### src/design/alarm_status_defs.vh
// register offsets, field positions and codes of the alarm and status bank
`ifndef ALARM_STATUS_DEFS_VH
`define ALARM_STATUS_DEFS_VH

`define ADDR_W              12
`define DATA_W              8
`define ADDR_STICKY         12'h200
`define ADDR_REF_STATUS     12'h202
`define ADDR_STATE_STATUS   12'h203
`define ADDR_PIN_LEVELS     12'h20C
`define ADDR_IRQ_SUMMARY    12'h20D
`define ADDR_EEP_FAULT      12'h210
`define ADDR_EEP_DONE       12'h211
`define ADDR_IRQ_ENABLE     12'h079

`define BIT_LOS0            0
`define BIT_LOS1            1
`define BIT_HOLD            4
`define BIT_LOL             6
`define STICKY_MASK         8'h53

`define BIT_NO_REF          3
`define BIT_REF_LSB         0
`define BIT_REF_MSB         2
`define BIT_LOCKED          4
`define BIT_STATE_LSB       0
`define BIT_STATE_MSB       1
`define BIT_IRQ             0
`define BIT_BOOT_FAIL       0
`define BIT_CRC_ERR         1
`define BIT_EEP_DONE        6

`define REF_NONE            3'h0
`define REF_IN0             3'h4
`define REF_IN1             3'h5
`define STATE_RSVD          2'h0
`define STATE_FREERUN       2'h1
`define STATE_NORMAL        2'h2
`define STATE_HOLDOVER      2'h3

`define BYTE_ZERO           8'h00
`define NUM_LOS             2
`define NUM_GPI             4

`endif

### src/design/sync2.v
// two-flop synchroniser bank for pin-side levels
`timescale 1ns/10ps
`default_nettype none

module sync2 #(
    parameter WIDTH = 1
) (
    input  wire             clk_sys,
    input  wire             rst_b,
    input  wire [WIDTH-1:0] d,
    output reg  [WIDTH-1:0] q
);

    reg [WIDTH-1:0] meta_r;

    always @(posedge clk_sys or negedge rst_b) begin
        if (!rst_b) begin
            meta_r <= {WIDTH{1'b0}};
            q      <= {WIDTH{1'b0}};
        end else begin
            meta_r <= d;
            q      <= meta_r;
        end
    end

endmodule // sync2

`default_nettype wire

### src/design/pll_alarm_status_bank.v
// status and alarm register bank of the jitter attenuator control port
//
// Operation
// RULE1 - pll loss-of-lock alarm sets a sticky flag held until software clears it
// RULE2 - holdover alarm sets a sticky flag held until software clears it
// RULE3 - each of the two inputs has its own sticky loss-of-signal flag
// RULE4 - sticky flags reset to zero; writing one clears, writing zero keeps
// RULE5 - host writes zero to reserved bits; reserved reads are undefined
// RULE6 - read-only flag is one when no input reference is valid
// RULE7 - selected reference code: 0-3 none, 4 input 0, 5 input 1
// RULE8 - lock indication follows phase error criterion, never set in synthesizer mode; here a read in the first synthesizer-mode cycle still shows lock
// RULE9 - pll state field: 01 freerun, 10 normal, 11 holdover
// RULE10 - pll status fields are live, with no capture or latching
// RULE11 - host should track fast changes with sticky flags and pins
// RULE12 - four general-purpose input pin levels read back as read-only
// RULE13 - summary bit set and interrupt pin low when an enabled flag is set
// RULE14 - eeprom crc failure sets a flag that only reset clears
// RULE15 - eeprom read failure sets a flag that only reset clears
// RULE16 - eeprom read completion sets a flag that only reset clears
// RULE17 - each sticky flag counts toward the summary only while enabled
`timescale 1ns/10ps
`default_nettype none
`include "alarm_status_defs.vh"

module pll_alarm_status_bank (
    input  wire                   clk_sys,
    input  wire                   rst_b,
    // register port from the serial control port engine
    input  wire [`ADDR_W-1:0]     reg_addr,
    input  wire                   reg_wr,
    input  wire                   reg_rd,
    input  wire [`DATA_W-1:0]     reg_wdata,
    output reg  [`DATA_W-1:0]     reg_rdata,
    output reg                    reg_rvalid,
    // alarm events from pll and input monitor, same clock
    input  wire                   lock_loss_alarm,
    input  wire                   holdover_alarm,
    input  wire [`NUM_LOS-1:0]    signal_loss_alarm,
    // live pll state, same clock
    input  wire                   no_valid_reference,
    input  wire [2:0]             selected_reference,
    input  wire                   phase_error_in_lock,
    input  wire                   synth_mode,
    input  wire [1:0]             pll_state,
    // general purpose pins configured as inputs, asynchronous
    input  wire [`NUM_GPI-1:0]    gpi_pins,
    // eeprom loader results, same clock
    input  wire                   eeprom_crc_error,
    input  wire                   boot_read_failed,
    input  wire                   eeprom_read_complete,
    // active-low open-drain interrupt pin
    output reg                    irq_pin_n,
    output reg                    irq_pin_oe
);

    reg  [`DATA_W-1:0]  sticky_r;
    reg  [`DATA_W-1:0]  sticky_nxt;
    reg  [`DATA_W-1:0]  irq_enable_r;
    reg                 crc_err_r;
    reg                 boot_fail_r;
    reg                 eep_done_r;
    reg                 locked_r;
    reg  [`DATA_W-1:0]  rdata_nxt;
    wire [`NUM_GPI-1:0] input_pin_levels;
    wire [`DATA_W-1:0]  alarm_set;
    wire                irq_any;
    wire                wr_sticky;
    wire                wr_enable;

    sync2 #(
        .WIDTH (`NUM_GPI)
    ) u_gpi_sync (
        .clk_sys (clk_sys),
        .rst_b   (rst_b),
        .d       (gpi_pins),
        .q       (input_pin_levels)
    );

    assign wr_sticky = reg_wr && (reg_addr == `ADDR_STICKY);
    assign wr_enable = reg_wr && (reg_addr == `ADDR_IRQ_ENABLE);

    // build the per-bit set vector from the alarm sources
    genvar i;
    generate
        for (i = 0; i < `DATA_W; i = i + 1) begin : g_set
            if (i == `BIT_LOL) begin : g_lol
                assign alarm_set[i] = lock_loss_alarm;     // RULE1
            end else if (i == `BIT_HOLD) begin : g_hold
                assign alarm_set[i] = holdover_alarm;      // RULE2
            end else if (i == `BIT_LOS0) begin : g_los0
                assign alarm_set[i] = signal_loss_alarm[0]; // RULE3
            end else if (i == `BIT_LOS1) begin : g_los1
                assign alarm_set[i] = signal_loss_alarm[1]; // RULE3
            end else begin : g_none
                assign alarm_set[i] = 1'b0;
            end
        end
    endgenerate

    // a set arriving with its clear wins, so no alarm is ever lost
    always @* begin
        sticky_nxt = sticky_r;
        if (wr_sticky) begin
            sticky_nxt = sticky_r & ~reg_wdata; // RULE4
        end
        sticky_nxt = (sticky_nxt | alarm_set) & `STICKY_MASK; // RULE1 RULE2 RULE3
    end

    assign irq_any = |(sticky_r & irq_enable_r & `STICKY_MASK); // RULE13 RULE17

    always @(posedge clk_sys or negedge rst_b) begin
        if (!rst_b) begin
            sticky_r     <= `BYTE_ZERO; // RULE4
            irq_enable_r <= `BYTE_ZERO;
        end else begin
            sticky_r <= sticky_nxt;
            if (wr_enable) begin
                // reserved enable bits dropped; host is meant to write them zero
                irq_enable_r <= reg_wdata & `STICKY_MASK; // RULE5 RULE17
            end
        end
    end

    // eeprom result flags are set-only; nothing but reset clears them
    always @(posedge clk_sys or negedge rst_b) begin
        if (!rst_b) begin
            crc_err_r   <= 1'b0;
            boot_fail_r <= 1'b0;
            eep_done_r  <= 1'b0;
        end else begin
            if (eeprom_crc_error) begin
                crc_err_r <= 1'b1; // RULE14
            end
            if (boot_read_failed) begin
                boot_fail_r <= 1'b1; // RULE15
            end
            if (eeprom_read_complete) begin
                eep_done_r <= 1'b1; // RULE16
            end
        end
    end

    // lock view is gated here so synthesizer mode can report lock only on a read in its first cycle
    always @(posedge clk_sys or negedge rst_b) begin
        if (!rst_b) begin
            locked_r <= 1'b0;
        end else begin
            locked_r <= phase_error_in_lock && !synth_mode; // RULE8
        end
    end

    // read mux; pll reference and state fields come straight from the live inputs, the lock bit from locked_r
    always @* begin
        rdata_nxt = `BYTE_ZERO; // RULE5
        case (reg_addr)
            `ADDR_STICKY: begin
                rdata_nxt = sticky_r;
            end
            `ADDR_IRQ_ENABLE: begin
                rdata_nxt = irq_enable_r;
            end
            `ADDR_REF_STATUS: begin
                rdata_nxt[`BIT_NO_REF] = no_valid_reference; // RULE6 RULE10
                rdata_nxt[`BIT_REF_MSB:`BIT_REF_LSB] = selected_reference; // RULE7 RULE10
            end
            `ADDR_STATE_STATUS: begin
                rdata_nxt[`BIT_LOCKED] = locked_r; // RULE8
                rdata_nxt[`BIT_STATE_MSB:`BIT_STATE_LSB] = pll_state; // RULE9 RULE10
            end
            `ADDR_PIN_LEVELS: begin
                rdata_nxt[`NUM_GPI-1:0] = input_pin_levels; // RULE12
            end
            `ADDR_IRQ_SUMMARY: begin
                rdata_nxt[`BIT_IRQ] = irq_any; // RULE13
            end
            `ADDR_EEP_FAULT: begin
                rdata_nxt[`BIT_CRC_ERR]   = crc_err_r;   // RULE14
                rdata_nxt[`BIT_BOOT_FAIL] = boot_fail_r; // RULE15
            end
            `ADDR_EEP_DONE: begin
                rdata_nxt[`BIT_EEP_DONE] = eep_done_r; // RULE16
            end
            default: begin
                rdata_nxt = `BYTE_ZERO;
            end
        endcase
    end

    always @(posedge clk_sys or negedge rst_b) begin
        if (!rst_b) begin
            reg_rdata  <= `BYTE_ZERO;
            reg_rvalid <= 1'b0;
            irq_pin_n  <= 1'b1;
            irq_pin_oe <= 1'b0;
        end else begin
            reg_rvalid <= reg_rd;
            if (reg_rd) begin
                reg_rdata <= rdata_nxt;
            end
            // open drain: drive low only while asserted, else release
            irq_pin_n  <= !irq_any; // RULE13
            irq_pin_oe <= irq_any;  // RULE13
        end
    end

endmodule // pll_alarm_status_bank

`default_nettype wire

### config.mk
export PLATFORM = sky130hd
export DESIGN_NAME = pll_alarm_status_bank
export DESIGN_NICKNAME = d
export VERILOG_FILES = /design/src/design/sync2.v /design/src/design/pll_alarm_status_bank.v
export VERILOG_INCLUDE_DIRS = /design/src /design/src/design
export SDC_FILE = /design/constraint.sdc
export NUM_CORES = 1
export LEC_CHECK = 0
export BUFFER_PORTS_ARGS = -buffer_cell sky130_fd_sc_hd__buf_2
export CAP_MARGIN = 30
export CORE_UTILIZATION = 43
export CTS_CLUSTER_SIZE = 10
export DETAILED_ROUTE_END_ITERATION = 7
export PLACE_DENSITY = 0.75
export RECOVER_POWER = 50
export SLEW_MARGIN = 40
export SYNTH_ARGS = -nofsm -noshare
export SYNTH_HDL_FRONTEND = slang
export SYNTH_HIERARCHICAL = 1
export SYNTH_SLANG_ARGS = --single-unit
### constraint.sdc
create_clock -name clk_sys -period 1.4 [get_ports clk_sys]
set_clock_uncertainty 0.05 [all_clocks]
set_input_delay 0.14 -clock clk_sys [delete_from_list [all_inputs] [get_ports clk_sys]]
set_output_delay 0.14 -clock clk_sys [all_outputs]
set_load 0.01 [all_outputs]
# ---- Word level (Yosys, flattened, before mapping)
# Cells that the tools add are included.
dict set report totals {
  ff_bits 29
  in_bits 43
  output_inout_bits 11
  word_cells 36
}
dict set report classes {
  n_eq_ne 8
  mux 6
  bitwise 4
  n_reduce_logical 6
}
# operator count
set ops {}
lappend ops {{$eq 12x10->1 const B} 7}
lappend ops {{$and 7x7->7} 2}
lappend ops {{$eq 12x7->1 const B} 1}
lappend ops {{$mux 7} 1}
lappend ops {{$not 7->7} 1}
lappend ops {{$or 7x7->7} 1}
lappend ops {{$pmux 1 s7} 1}
lappend ops {{$pmux 1 s3} 2}
lappend ops {{$pmux 1 s6} 1}
lappend ops {{$pmux 2 s2} 1}
lappend ops {{$reduce_or 4->1} 1}
lappend ops {{$logic_and 1x1->1} 3}
lappend ops {{$logic_not 1->1} 2}

# ---- Depth between registers and ports, before layout
# Gate-level depths: netlist (run 1).
dict set report depth {
  word_depth 4
  depth_mapped 7
  depth_no_buf 5
}

# ---- Modules after synthesis
# Netlist (run 1), hierarchy kept.
# module instances cells_per_inst area_each_um2 seq_area_each_um2
set modules_own_cells {}
lappend modules_own_cells {pll_alarm_status_bank 1 111 1159.9 526.8}
lappend modules_own_cells {sync2 1 8 200.2 200.2}

# ---- Least setup slack after synthesis (run 1)
# No wires, ideal clock.
dict set report synth_path {
  path_type {flip-flop to flip-flop}
  startpoint {register sticky_r[1]}
  endpoint {register reg_rdata[0]}
  setup_time_ps 136
  t_arrival_ps 1180
  required_ps 1214
  slack_ps 33
  path_stages_with_launch 6
  path_buffers 0
  synth_period_minus_slack_ps 1367
  cell_sequence {dfrtp_1 > a22o_1 > a221oi_1 > nor4_1 > a21oi_1 > a32oi_1}
}
dict set report synth_via {
  elab_chain_cells 3
}
# item line
set synth_lines {}
lappend synth_lines {{from (decl)} pll_alarm_status_bank.v:56} ;# reg [`DATA_W-1:0] sticky_r;
lappend synth_lines {{from (signal assigned)} pll_alarm_status_bank.v:113} ;# sticky_r <= `BYTE_ZERO;
lappend synth_lines {{from (signal assigned)} pll_alarm_status_bank.v:116} ;# sticky_r <= sticky_nxt;
lappend synth_lines {{$and 7x7->7} pll_alarm_status_bank.v:109} ;# assign irq_any = |(sticky_r & irq_enable_r & `STICKY_MASK);
lappend synth_lines {{$reduce_or 4->1} pll_alarm_status_bank.v:109}
lappend synth_lines {{$pmux 1 s7} pll_alarm_status_bank.v:155} ;# case (reg_addr)
lappend synth_lines {{to (signal assigned)} pll_alarm_status_bank.v:191} ;# reg_rdata <= `BYTE_ZERO;
lappend synth_lines {{to (signal assigned)} pll_alarm_status_bank.v:198} ;# reg_rdata <= rdata_nxt;
lappend synth_lines {{to (decl)} pll_alarm_status_bank.v:33} ;# output reg [`DATA_W-1:0] reg_rdata,
# No other way between the ends.
# A chain may end at the register's enable or synchronous reset.

# ---- Worst setup path in the final report (run 1)
# Same ends and word-level chain as after synthesis.

==> results of run 1 <==
logic make-up after synthesis:
family / count (synthesis) / share of synthesized area, %
XOR/XNOR: 1 / 0.644
AO/OA/AOI/OAI: 25 / 13.2
buffers and inverters: 10 / 4.78
AND/OR/NAND/NOR: 47 / 22.9
flip-flops: 29 / 53.5
multiplexers: 6 / 4.78
other: 1 / 0.276
cells in the mapped netlist, types with 2 or more instances:
library cell,n,area (um2)
sky130_fd_sc_hd__o21ai_0,2,10.0
sky130_fd_sc_hd__nor3b_1,2,15.0
sky130_fd_sc_hd__a21oi_1,7,35.0
sky130_fd_sc_hd__nor4_4,2,42.5
sky130_fd_sc_hd__nor3_1,2,10.0
sky130_fd_sc_hd__nand4_1,2,12.5
sky130_fd_sc_hd__nand2_1,10,37.5
sky130_fd_sc_hd__dfrtp_1,28,701
sky130_fd_sc_hd__nor2_1,9,33.8
sky130_fd_sc_hd__mux2i_1,2,20.0
sky130_fd_sc_hd__buf_4,3,22.5
sky130_fd_sc_hd__a21o_1,4,30.0
sky130_fd_sc_hd__or2_2,3,18.8
sky130_fd_sc_hd__nor2b_1,2,12.5
sky130_fd_sc_hd__inv_1,4,15.0
sky130_fd_sc_hd__a22oi_1,3,22.5
sky130_fd_sc_hd__buf_6,2,22.5
sky130_fd_sc_hd__and2_1,2,12.5
sky130_fd_sc_hd__mux2_2,4,45.0
sky130_fd_sc_hd__nand3_1,2,10.0
sky130_fd_sc_hd__and3_1,4,25.0
how the worst max path moves through the flow:
stage	cells after the start	end
final	5	reg_rdata[0]$_DFFE_PN0P_
after global routing	5	reg_rdata[0]$_DFFE_PN0P_
after CTS	5	reg_rdata[0]$_DFFE_PN0P_
after detailed placement	5	irq_enable_r[0]$_DFFE_PN0P_
after global placement	6	reg_rdata[1]$_DFFE_PN0P_
after floorplan	5	reg_rdata[0]$_DFFE_PN0P_
metal layers:
metal  vias to the layer above  global-route usage [%]
met4                         0                    11.6
met3                        12                    7.59
li1                        601                       -
met1                       595                    24.9
met5                         -                       0
met2                        47                    38.8
registers in the layout, summed over array words and instances, names as in the netlist:
register and flops:
irq_pin_oe 1, reg_rvalid 1, crc_err_r 1, reg_rdata 6, locked_r 1, boot_fail_r 1, sticky_r 4, u_gpi_sync/meta_r 4
irq_pin_n 1, irq_enable_r 4, eep_done_r 1, u_gpi_sync/q 4
worst max-delay path, delay by kind of cell, from the launching register on:
family          cells  cell delay, ns
flops               1            0.39
simple gates        1            0.08
compound gates      4            0.74
power groups by stage:
stage | registers (uW) | clock network, uW | logic [uW]
final | 870 | 699 | 217
after global routing | 873 | 744 | 238
after CTS | 870 | 709 | 216
after detailed placement | 886 | 0 | 175
after global placement | 885 | 0 | 169
after floorplan | 891 | 0 | 58.4
repair_timing:
action                                  CTS  global route
pin swaps                                 0             0
gates cloned                              0             0
setup buffers                             0             0
hold buffers                             19             0
endpoints found under the setup margin    1             1
endpoints found under the hold margin    45             0
resized for setup                         1             2
metrics by stage:
step	area [um2]	hold WS, ns	utilization, %	total power (uW)
2_1_floorplan	1360	-0.206	-	949
3_3_place_gp	1730	0.125	57.2	1050
3_5_place_dp	1730	0.145	57.2	1060
4_1_cts	2010	0.0152	66.4	1800
5_1_grt	2030	0.0506	67.0	1850
6_report	2030	0.0194	67.0	1790
cell type report:
| class | count | area [um2] | share of cell area, % |
|---|---|---|---|
| Clock buffer | 5 | 37.5 | 1.85 |
| Clock inverter | 3 | 46.3 | 2.28 |
| Inverter | 4 | 15.0 | 0.740 |
| Multi-Input combinational cell | 81 | 596 | 29.3 |
| Sequential cell | 29 | 727 | 35.8 |
| Tap cell | 44 | 55.1 | 2.71 |
| Timing Repair Buffer | 83 | 553 | 27.3 |
==> results.sh, run 1 <==
export IMPL_run_status="finished, final reports clean"
export IMPL_route_antenna_remaining_nets=0
export IMPL_setup_worst_path_start_class="flop"
export IMPL_critical_path_required_ns=1.57
export IMPL_instances_no_fill=249
export IMPL_die_height_um=58.2
export IMPL_amount_of_wire_on_met3_after_detailed_routing_um=200
export IMPL_post_place_cells=222
export IMPL_top_layer="met4"
export IMPL_syn_to_final_growth_pct=49.2
export IMPL_p_int_uw=1360
export IMPL_timing_worst_slew_pin_value_ns=0.695
export IMPL_setup_repair_after_global_routing_missed_its_margin="true"
export IMPL_clock_sinks=29
export IMPL_clock_insertion_delay_worst_skew_ns=0.34
export IMPL_hold_class="in2reg"
export IMPL_vias_in_the_first_global_route=1252
export IMPL_holdPathStages=3
export IMPL_layout_cells_most_common_list="sky130_fd_sc_hd__buf_2, sky130_fd_sc_hd__dfrtp_1, sky130_fd_sc_hd__dlygate4sd3_1, sky130_fd_sc_hd__buf_4, sky130_fd_sc_hd__nand2_1"
export IMPL_insertedDiodeCount=0
export IMPL_dieArea_mm2=0.00339
export IMPL_setup_slack_ns=0.0258
export IMPL_crit_path_start="sticky_r[1]$_DFF_PN0_"
export IMPL_timing_setup_critical_path_class="reg2reg"
export IMPL_max_cap_viol_count=0
export IMPL_route_layer_met1_wl_mm=1.35
export IMPL_fin_setup_tns_ns=0
export IMPL_grt_first_pass_wirelength_mm=5.51
export IMPL_detailedPlacementHpwl_mm=2.40
export IMPL_reg2reg_to="reg_rdata[0]$_DFFE_PN0P_"
export IMPL_synthArstFlopShare_pct=100
export IMPL_detail_route_first_pass_iterations=4
export IMPL_fin_crit_ns=1.37
export IMPL_syn_inst=119
export IMPL_drt_initial_drc_count=34
export IMPL_r2r_slack_ns=0.03
export IMPL_met2_wirelength_mm=1.71
export IMPL_synth_cell_type_count=41
export IMPL_cellLeakagePower_uw=0.000940
export IMPL_crit_reg2reg_launch="sticky_r[1]$_DFF_PN0_"
export IMPL_cts_tree="done"
export IMPL_critical_path_slowest_cell="sky130_fd_sc_hd__dfrtp_1"
export IMPL_vdd_ir_drop_max_uv=780
export IMPL_finalNetCount=247
export IMPL_final_wirelength_mm=3.35
export IMPL_dpl_worst_slack_ns=-0.139
export IMPL_power_switching_fraction_pct=24.1
export IMPL_number_of_antenna_violations_at_the_first_check_in_global_routing=0
export IMPL_fillCellCount=240
export IMPL_power_dens_cells_mw_per_mm2=880
export IMPL_drive_above_1_share_pct=42.9
export IMPL_synth_area_mm2=0.00136
export IMPL_synthFlopType="sky130_fd_sc_hd__dfrtp_1"
export IMPL_power_frac_seq_pct=48.7
export IMPL_std_cell_rows=20
export IMPL_p_sw_uw=430
export IMPL_num_io_pins=54
export IMPL_route_vias_total=1255
export IMPL_die_outline_width_um=58.2
export IMPL_beginning_of_the_worst_hold_path="pll_state[0]"
export IMPL_io_buffers=47
export IMPL_initial_utilization_pct=44.9
export IMPL_pwr_share_clk_pct=39.1
export IMPL_globalRoute_totalOverflow=0
export IMPL_placeableCoreArea_mm2=0.00303
export IMPL_report_final_hold_viol_count=0
export IMPL_syn_avg_cell_area_um2=11.4
export IMPL_synth_ff_latch_count=29
export IMPL_drt_vias_per_instance=5.04
export IMPL_arrival_ns=1.55
export IMPL_place_congestion=0.907
export IMPL_htree_levels=2
export IMPL_synth_edff_count=0
export IMPL_total_cts_buffers=5
export IMPL_synth_seq_area_share_pct=53.4
export IMPL_worst_path_max_fanout=2
export IMPL_clk_pin_slew_ns=0.11
export IMPL_reg2reg_depth=5
export IMPL_worst_hold_path_endpoint="reg_rdata[0]$_DFFE_PN0P_"
export IMPL_worstPathCellList="a22o_1 > a221oi_4 > nor4_2 > a21oi_1 > a32oi_1"
export IMPL_grt_start_max_net_pins=30
export IMPL_global_route_usage_total_pct=22.6
export IMPL_maxClockFrequency_mhz=728
export IMPL_cts_buffer_depth=2
export IMPL_most_common_cell_after_layout_fill_and_taps_aside="sky130_fd_sc_hd__buf_2"
export IMPL_slowest_delay_ns=0.39
export IMPL_yosysWarnings=6
export IMPL_comb_power_share_pct=12.2
export IMPL_crit_path_end_kind="flop"
export IMPL_cts_root_buffer_type="sky130_fd_sc_hd__clkbuf_4"
export IMPL_post_route_period_util_pct=98.2
export IMPL_final_setup_viol_count=0
export IMPL_post_drt_wl_per_cell_um=13.4
export IMPL_max_slew_margin_rel_pct=53.7
export IMPL_final_max_slew_violation_count=0
export IMPL_post_route_drc_count=0
No activity file was read; power rests on OpenSTA's default activity.
==> inputs of run 2 (changes only) <==
--- a/config.mk
+++ b/config.mk
@@ -6,7 +6,7 @@
 export SDC_FILE = /design/constraint.sdc
 export NUM_CORES = 1
 export LEC_CHECK = 0
-export BUFFER_PORTS_ARGS = -buffer_cell sky130_fd_sc_hd__buf_2
+export BUFFER_PORTS_ARGS = -buffer_cell sky130_fd_sc_hd__buf_4
 export CAP_MARGIN = 30
 export CORE_UTILIZATION = 43
 export CTS_CLUSTER_SIZE = 10
==> results.sh, run 2 (same netlist as run 1, synthesis figures left out) <==
export IMPL_timing_worst_slew_pin_value_ns=0.701
export IMPL_post_route_period_util_pct=103
export IMPL_crit_path_end_kind="flop"
export IMPL_globalRoute_totalOverflow=0
export IMPL_arrival_ns=1.60
export IMPL_layout_cells_most_common_list="sky130_fd_sc_hd__buf_4, sky130_fd_sc_hd__dfrtp_1, sky130_fd_sc_hd__dlygate4sd3_1, sky130_fd_sc_hd__nand2_1"
export IMPL_worst_path_max_fanout=2
export IMPL_placeableCoreArea_mm2=0.00303
export IMPL_setup_worst_path_start_class="flop"
export IMPL_drt_initial_drc_count=33
export IMPL_final_util_pct=70.8
export IMPL_slowest_delay_ns=0.39
export IMPL_critical_path_required_ns=1.55
export IMPL_drive_above_1_share_pct=44.4
export IMPL_cts_root_buffer_type="sky130_fd_sc_hd__clkbuf_4"
export IMPL_final_max_slew_violation_count=0
export IMPL_die_height_um=58.2
export IMPL_cts_buffer_depth=2
export IMPL_std_cell_rows=20
export IMPL_grt_use_met2_pct=36.8
export IMPL_number_of_antenna_violations_at_the_first_check_in_global_routing=0
export IMPL_critical_path_slowest_cell="sky130_fd_sc_hd__dfrtp_1"
export IMPL_buf_inv_on_cp=0
export IMPL_htree_levels=2
export IMPL_total_cts_buffers=5
export IMPL_setup_slack_ns=-0.0465
export IMPL_clock_sinks=29
export IMPL_detail_route_first_pass_iterations=4
export IMPL_global_route_usage_total_pct=21.4
export IMPL_initial_utilization_pct=44.9
export IMPL_power_dens_cells_mw_per_mm2=843
export IMPL_finalNetCount=249
export IMPL_max_cap_viol_count=0
export IMPL_drt_vias_per_instance=5.02
export IMPL_most_common_cell_after_layout_fill_and_taps_aside="sky130_fd_sc_hd__buf_4"
export IMPL_max_slew_margin_rel_pct=53.2
export IMPL_final_setup_viol_count=1
export IMPL_vdd_ir_drop_max_uv=808
export IMPL_grt_start_max_net_pins=30
export IMPL_globalRouteMet3Util_pct=4.46
export IMPL_cellLeakagePower_uw=0.000984
export IMPL_post_drt_wl_per_cell_um=13.4
export IMPL_vias_in_the_first_global_route=1218
export IMPL_hold_class="in2reg"
export IMPL_report_power_total_uw=1810
export IMPL_insertedDiodeCount=0
export IMPL_route_vias_total=1260
export IMPL_largest_register_ffs=6
export IMPL_final_wirelength_mm=3.37
export IMPL_place_congestion=0.892
export IMPL_route_antenna_remaining_nets=0
export IMPL_setup_repair_after_global_routing_missed_its_margin="true"
export IMPL_clk_pin_slew_ns=0.10
export IMPL_io_buffers=47
export IMPL_detailedPlacementHpwl_mm=2.39
export IMPL_fin_crit_ns=1.45
export IMPL_maxClockFrequency_mhz=691
export IMPL_report_final_hold_viol_count=0
export IMPL_timing_setup_critical_path_class="reg2reg"
export IMPL_syn_to_final_growth_pct=57.6
export IMPL_hold_ws_ns=0.0130
export IMPL_die_outline_width_um=58.2
export IMPL_dieArea_mm2=0.00339
export IMPL_worstPathCellList="a22o_1 > a221oi_2 > nor4_2 > a21oi_1 > a32oi_1"
export IMPL_post_route_drc_count=0
export IMPL_cts_tree="done"
export IMPL_global_route_usage_met1_pct=26.0
export IMPL_clock_insertion_delay_worst_skew_ns=0.32
export IMPL_fillCellCount=220
export IMPL_grt_first_pass_wirelength_mm=5.33
export IMPL_run_status="complete, but fails checks"
export IMPL_violations="negative setup slack"
export IMPL_num_io_pins=54
export IMPL_max_flop_register="reg_rdata"
export IMPL_timing_critical_path_max_delay_family="compound AO/OA/AOI/OAI gates"
export IMPL_grt_busiest_layer="met2"
[run 2: through the flow]
stage,std cells,worst slack (ns),cell area [um2],TNS [ns]
5_1_grt,251,-0.144,2140,-0.144
3_5_place_dp,224,-0.156,1860,-1.54
2_1_floorplan,120,0.0332,1360,0
4_1_cts,249,0.0123,2120,0
3_3_place_gp,224,-0.103,1860,-1.09
6_report,251,-0.0465,2140,-0.0465
[run 2: where the power goes]
group	internal, uW	switching [uW]
Combinational	151	102
Sequential	861	9.69
Clock	378	306
Total	1390	418
[run 2: layout make-up]
class | instances | area (um2) | area share [%]
multi-input combinational | 81 | 584 | 27.3
clock inverter | 3 | 46.3 | 2.16
tap | 44 | 55.1 | 2.57
clock buffer | 5 | 37.5 | 1.75
sequential | 29 | 727 | 33.9
inverter | 4 | 15.0 | 0.701
timing repair buffer | 85 | 678 | 31.6
[run 2: what timing repair did]
action / CTS / global route
hold buffers: 17 / 0
gates resized for setup: 1 / 1
pin swaps: 0 / 3
setup buffers: 0 / 2
cloned: 0 / 0
endpoints found under the hold margin: 44 / 0
endpoints found under the setup margin: 1 / 1
[run 2: final timing paths]
path | from | to | slack (ns) | cells past startpoint
max | irq_enable_r[1]$_DFFE_PN0P_ | reg_rdata[0]$_DFFE_PN0P_ | -0.05 | 5
min | reg_wdata[1] | irq_enable_r[1]$_DFFE_PN0P_ | 0.01 | 2
max reg2reg | irq_enable_r[1]$_DFFE_PN0P_ | reg_rdata[0]$_DFFE_PN0P_ | -0.05 | 5
min reg2reg | u_gpi_sync/meta_r[3]$_DFF_PN0_ | u_gpi_sync/q[3]$_DFF_PN0_ | 0.31 | 0
max in group asynchronous | rst_b | eep_done_r$_DFFE_PN0P_ | 0.50 | 2
min in group asynchronous | rst_b | reg_rvalid$_DFF_PN0_ | 0.33 | 2
[run 2: per-layer routing]
layer	routed length [um]	vias up	part of all wire [%]
met5	0	-	0
met4	73	0	2.2
met3	177	8	5.3
met2	1750	57	52
met1	1370	595	40
li1	-	600	-
==> inputs of run 3 (changes only) <==
==> constraint.sdc (replaced) <==
create_clock -name clk_sys -period 1.4 [get_ports clk_sys]
set_clock_uncertainty 0.05 [all_clocks]
set_input_delay 0.14 -clock clk_sys [delete_from_list [all_inputs] [get_ports clk_sys]]
set_output_delay 0.14 -clock clk_sys [all_outputs]
set_load 0.1 [all_outputs]
==> results.sh, run 3 (same netlist as run 1, synthesis figures left out) <==
export IMPL_violations="negative setup slack"
export IMPL_insertedDiodeCount=0
export IMPL_place_congestion=0.896
export IMPL_timing_critical_path_max_delay_family="compound AO/OA/AOI/OAI gates"
export IMPL_worstPathCellList="a22o_1 > a221oi_2 > nor4_1 > a21oi_1 > a32oi_1"
export IMPL_critical_path_slowest_cell="sky130_fd_sc_hd__dfrtp_1"
export IMPL_post_place_cells=222
export IMPL_vias_in_the_first_global_route=1254
export IMPL_hold_class="in2reg"
export IMPL_reg2reg_to="reg_rdata[0]$_DFFE_PN0P_"
export IMPL_max_flop_register="reg_rdata"
export IMPL_beginning_of_the_worst_hold_path="phase_error_in_lock"
export IMPL_drive_above_1_share_pct=43.1
export IMPL_crit_path_end_kind="flop"
export IMPL_hold_ws_ns=0.00527
export IMPL_post_route_drc_count=0
export IMPL_final_wirelength_mm=3.38
export IMPL_cts_buffer_depth=2
export IMPL_grt_first_pass_wirelength_mm=5.41
export IMPL_cts_tree="done"
export IMPL_placeableCoreArea_mm2=0.00303
export IMPL_holdPathStages=2
export IMPL_syn_to_final_growth_pct=53.2
export IMPL_post_route_period_util_pct=100
export IMPL_reg2reg_depth=5
export IMPL_slowest_delay_ns=0.38
export IMPL_final_max_slew_violation_count=0
export IMPL_timing_worst_slew_pin_value_ns=0.697
export IMPL_final_setup_viol_count=1
export IMPL_placed_area_mm2=0.00185
export IMPL_grt_start_max_net_pins=30
export IMPL_clock_insertion_delay_worst_skew_ns=0.33
export IMPL_setup_slack_ns=-0.00504
export IMPL_instances_no_fill=248
export IMPL_detail_route_first_pass_iterations=4
export IMPL_crit_reg2reg_launch="sticky_r[1]$_DFF_PN0_"
export IMPL_post_drt_wl_per_cell_um=13.6
export IMPL_dieArea_mm2=0.00339
export IMPL_maxClockFrequency_mhz=712
export IMPL_worst_hold_path_endpoint="locked_r$_DFF_PN0_"
export IMPL_total_cts_buffers=5
export IMPL_report_final_hold_viol_count=0
export IMPL_drt_initial_drc_count=56
export IMPL_critical_path_required_ns=1.57
export IMPL_r2r_slack_ns=-0.005
export IMPL_clock_sinks=29
export IMPL_setup_worst_path_start_class="flop"
export IMPL_setup_repair_after_global_routing_missed_its_margin="true"
export IMPL_number_of_antenna_violations_at_the_first_check_in_global_routing=0
export IMPL_finalNetCount=246
export IMPL_detailedPlacementHpwl_mm=2.40
export IMPL_run_status="complete, but fails checks"
export IMPL_most_common_cell_after_layout_fill_and_taps_aside="sky130_fd_sc_hd__buf_4"
export IMPL_clk_pin_slew_ns=0.10
export IMPL_global_route_usage_total_pct=21.6
export IMPL_largest_register_ffs=6
export IMPL_die_outline_width_um=58.2
export IMPL_vdd_ir_drop_max_uv=602
export IMPL_max_slew_margin_rel_pct=53.5
export IMPL_htree_levels=2
export IMPL_globalRoute_totalOverflow=0
export IMPL_timing_setup_critical_path_class="reg2reg"
export IMPL_route_vias_total=1242
export IMPL_arrival_ns=1.57
export IMPL_cellLeakagePower_uw=0.000956
export IMPL_io_buffers=47
export IMPL_layout_cells_most_common_list="sky130_fd_sc_hd__buf_4, sky130_fd_sc_hd__dfrtp_1, sky130_fd_sc_hd__dlygate4sd3_1, sky130_fd_sc_hd__nand2_1"
export IMPL_buf_inv_on_cp=0
export IMPL_fin_crit_ns=1.41
export IMPL_num_io_pins=54
export IMPL_std_cell_rows=20
export IMPL_report_power_total_uw=1700
export IMPL_power_dens_cells_mw_per_mm2=814
export IMPL_worst_path_max_fanout=2
export IMPL_route_antenna_remaining_nets=0
export IMPL_initial_utilization_pct=44.9
export IMPL_die_height_um=58.2
export IMPL_post_route_standard_cell_area_excluding_fillers_mm2=0.00208
export IMPL_cts_root_buffer_type="sky130_fd_sc_hd__clkbuf_4"
export IMPL_drt_vias_per_instance=5.01
export IMPL_max_cap_viol_count=0
## run 3: changes by cell type in the layout (fill, tap and decap cells not counted)
cell,delta
sky130_fd_sc_hd__buf_4,-3
sky130_fd_sc_hd__bufinv_16,-1
sky130_fd_sc_hd__clkbuf_1,+1
sky130_fd_sc_hd__clkinv_2,+2
sky130_fd_sc_hd__clkinv_4,-1
sky130_fd_sc_hd__clkinvlp_4,-1
sky130_fd_sc_hd__dfrtp_1,-1
sky130_fd_sc_hd__dfrtp_2,+1
sky130_fd_sc_hd__nor4_1,+1
sky130_fd_sc_hd__nor4_2,-1
## run 3: layout make-up
type                            instances  area, um2
Multi-Input combinational cell         81        578
Timing Repair Buffer                   82        656
Clock buffer                            6       41.3
Tap cell                               44       55.1
Inverter                                4       15.0
Clock inverter                          2       10.0
Sequential cell                        29        728
Fill cell                             235        945
## run 3: report_power, final
| group | internal (uW) | switching (uW) |
|---|---|---|
| Combinational | 148 | 194 |
| Clock | 191 | 292 |
| Sequential | 861 | 9.40 |
## run 3: how the worst max path moves through the flow
stage / cells past startpoint / startpoint / to / slack [ns]
finish: 5 / sticky_r[1]$_DFF_PN0_ / reg_rdata[0]$_DFFE_PN0P_ / -0.005
global route: 5 / sticky_r[1]$_DFF_PN0_ / reg_rdata[0]$_DFFE_PN0P_ / -0.08
CTS: 5 / sticky_r[1]$_DFF_PN0_ / reg_rdata[0]$_DFFE_PN0P_ / 0.02
detailed placement: 7 / reg_addr[8] / sticky_r[0]$_DFF_PN0_ / -0.19
global placement: 7 / reg_addr[8] / sticky_r[0]$_DFF_PN0_ / -0.13
floorplan: 5 / sticky_r[1]$_DFF_PN0_ / reg_rdata[0]$_DFFE_PN0P_ / 0.03
## run 3: per-stage QoR
| step | util, % | setup WS (ns) | setup TNS [ns] |
|---|---|---|---|
| after floorplan | - | 0.0318 | 0 |
| after global placement | 61.1 | -0.130 | -1.01 |
| after detailed placement | 61.1 | -0.194 | -1.53 |
| after CTS | 68.3 | 0.0196 | 0 |
| after global routing | 68.8 | -0.0809 | -0.0809 |
| final | 68.8 | -0.00504 | -0.00504 |
## run 3: what timing repair did
action	4_1_cts	5_1_grt
buffers inserted	0	1
endpoints found under the setup margin	1	1
resized for setup	1	0
endpoints found under the hold margin	44	1
hold buffers	16	1
pin swaps	0	1
## run 3: worst register-to-register path, delay by kind of cell (launching register included)
kind               cells  cell delay, ns
AOI/OAI and AO/OA      4            0.77
DFF                    1            0.38
and+or+nand+nor        1            0.09
## run 3: metal layers
layer / routed length (um) / track usage [%] / share of wire, % / vias up
met3: 171 / 6.25 / 5.1 / 9
met5: 0 / 0 / 0 / -
met2: 1750 / 34.6 / 52 / 55
met1: 1370 / 26.6 / 41 / 584
met4: 86 / 11.2 / 2.5 / 0
li1: - / - / - / 594
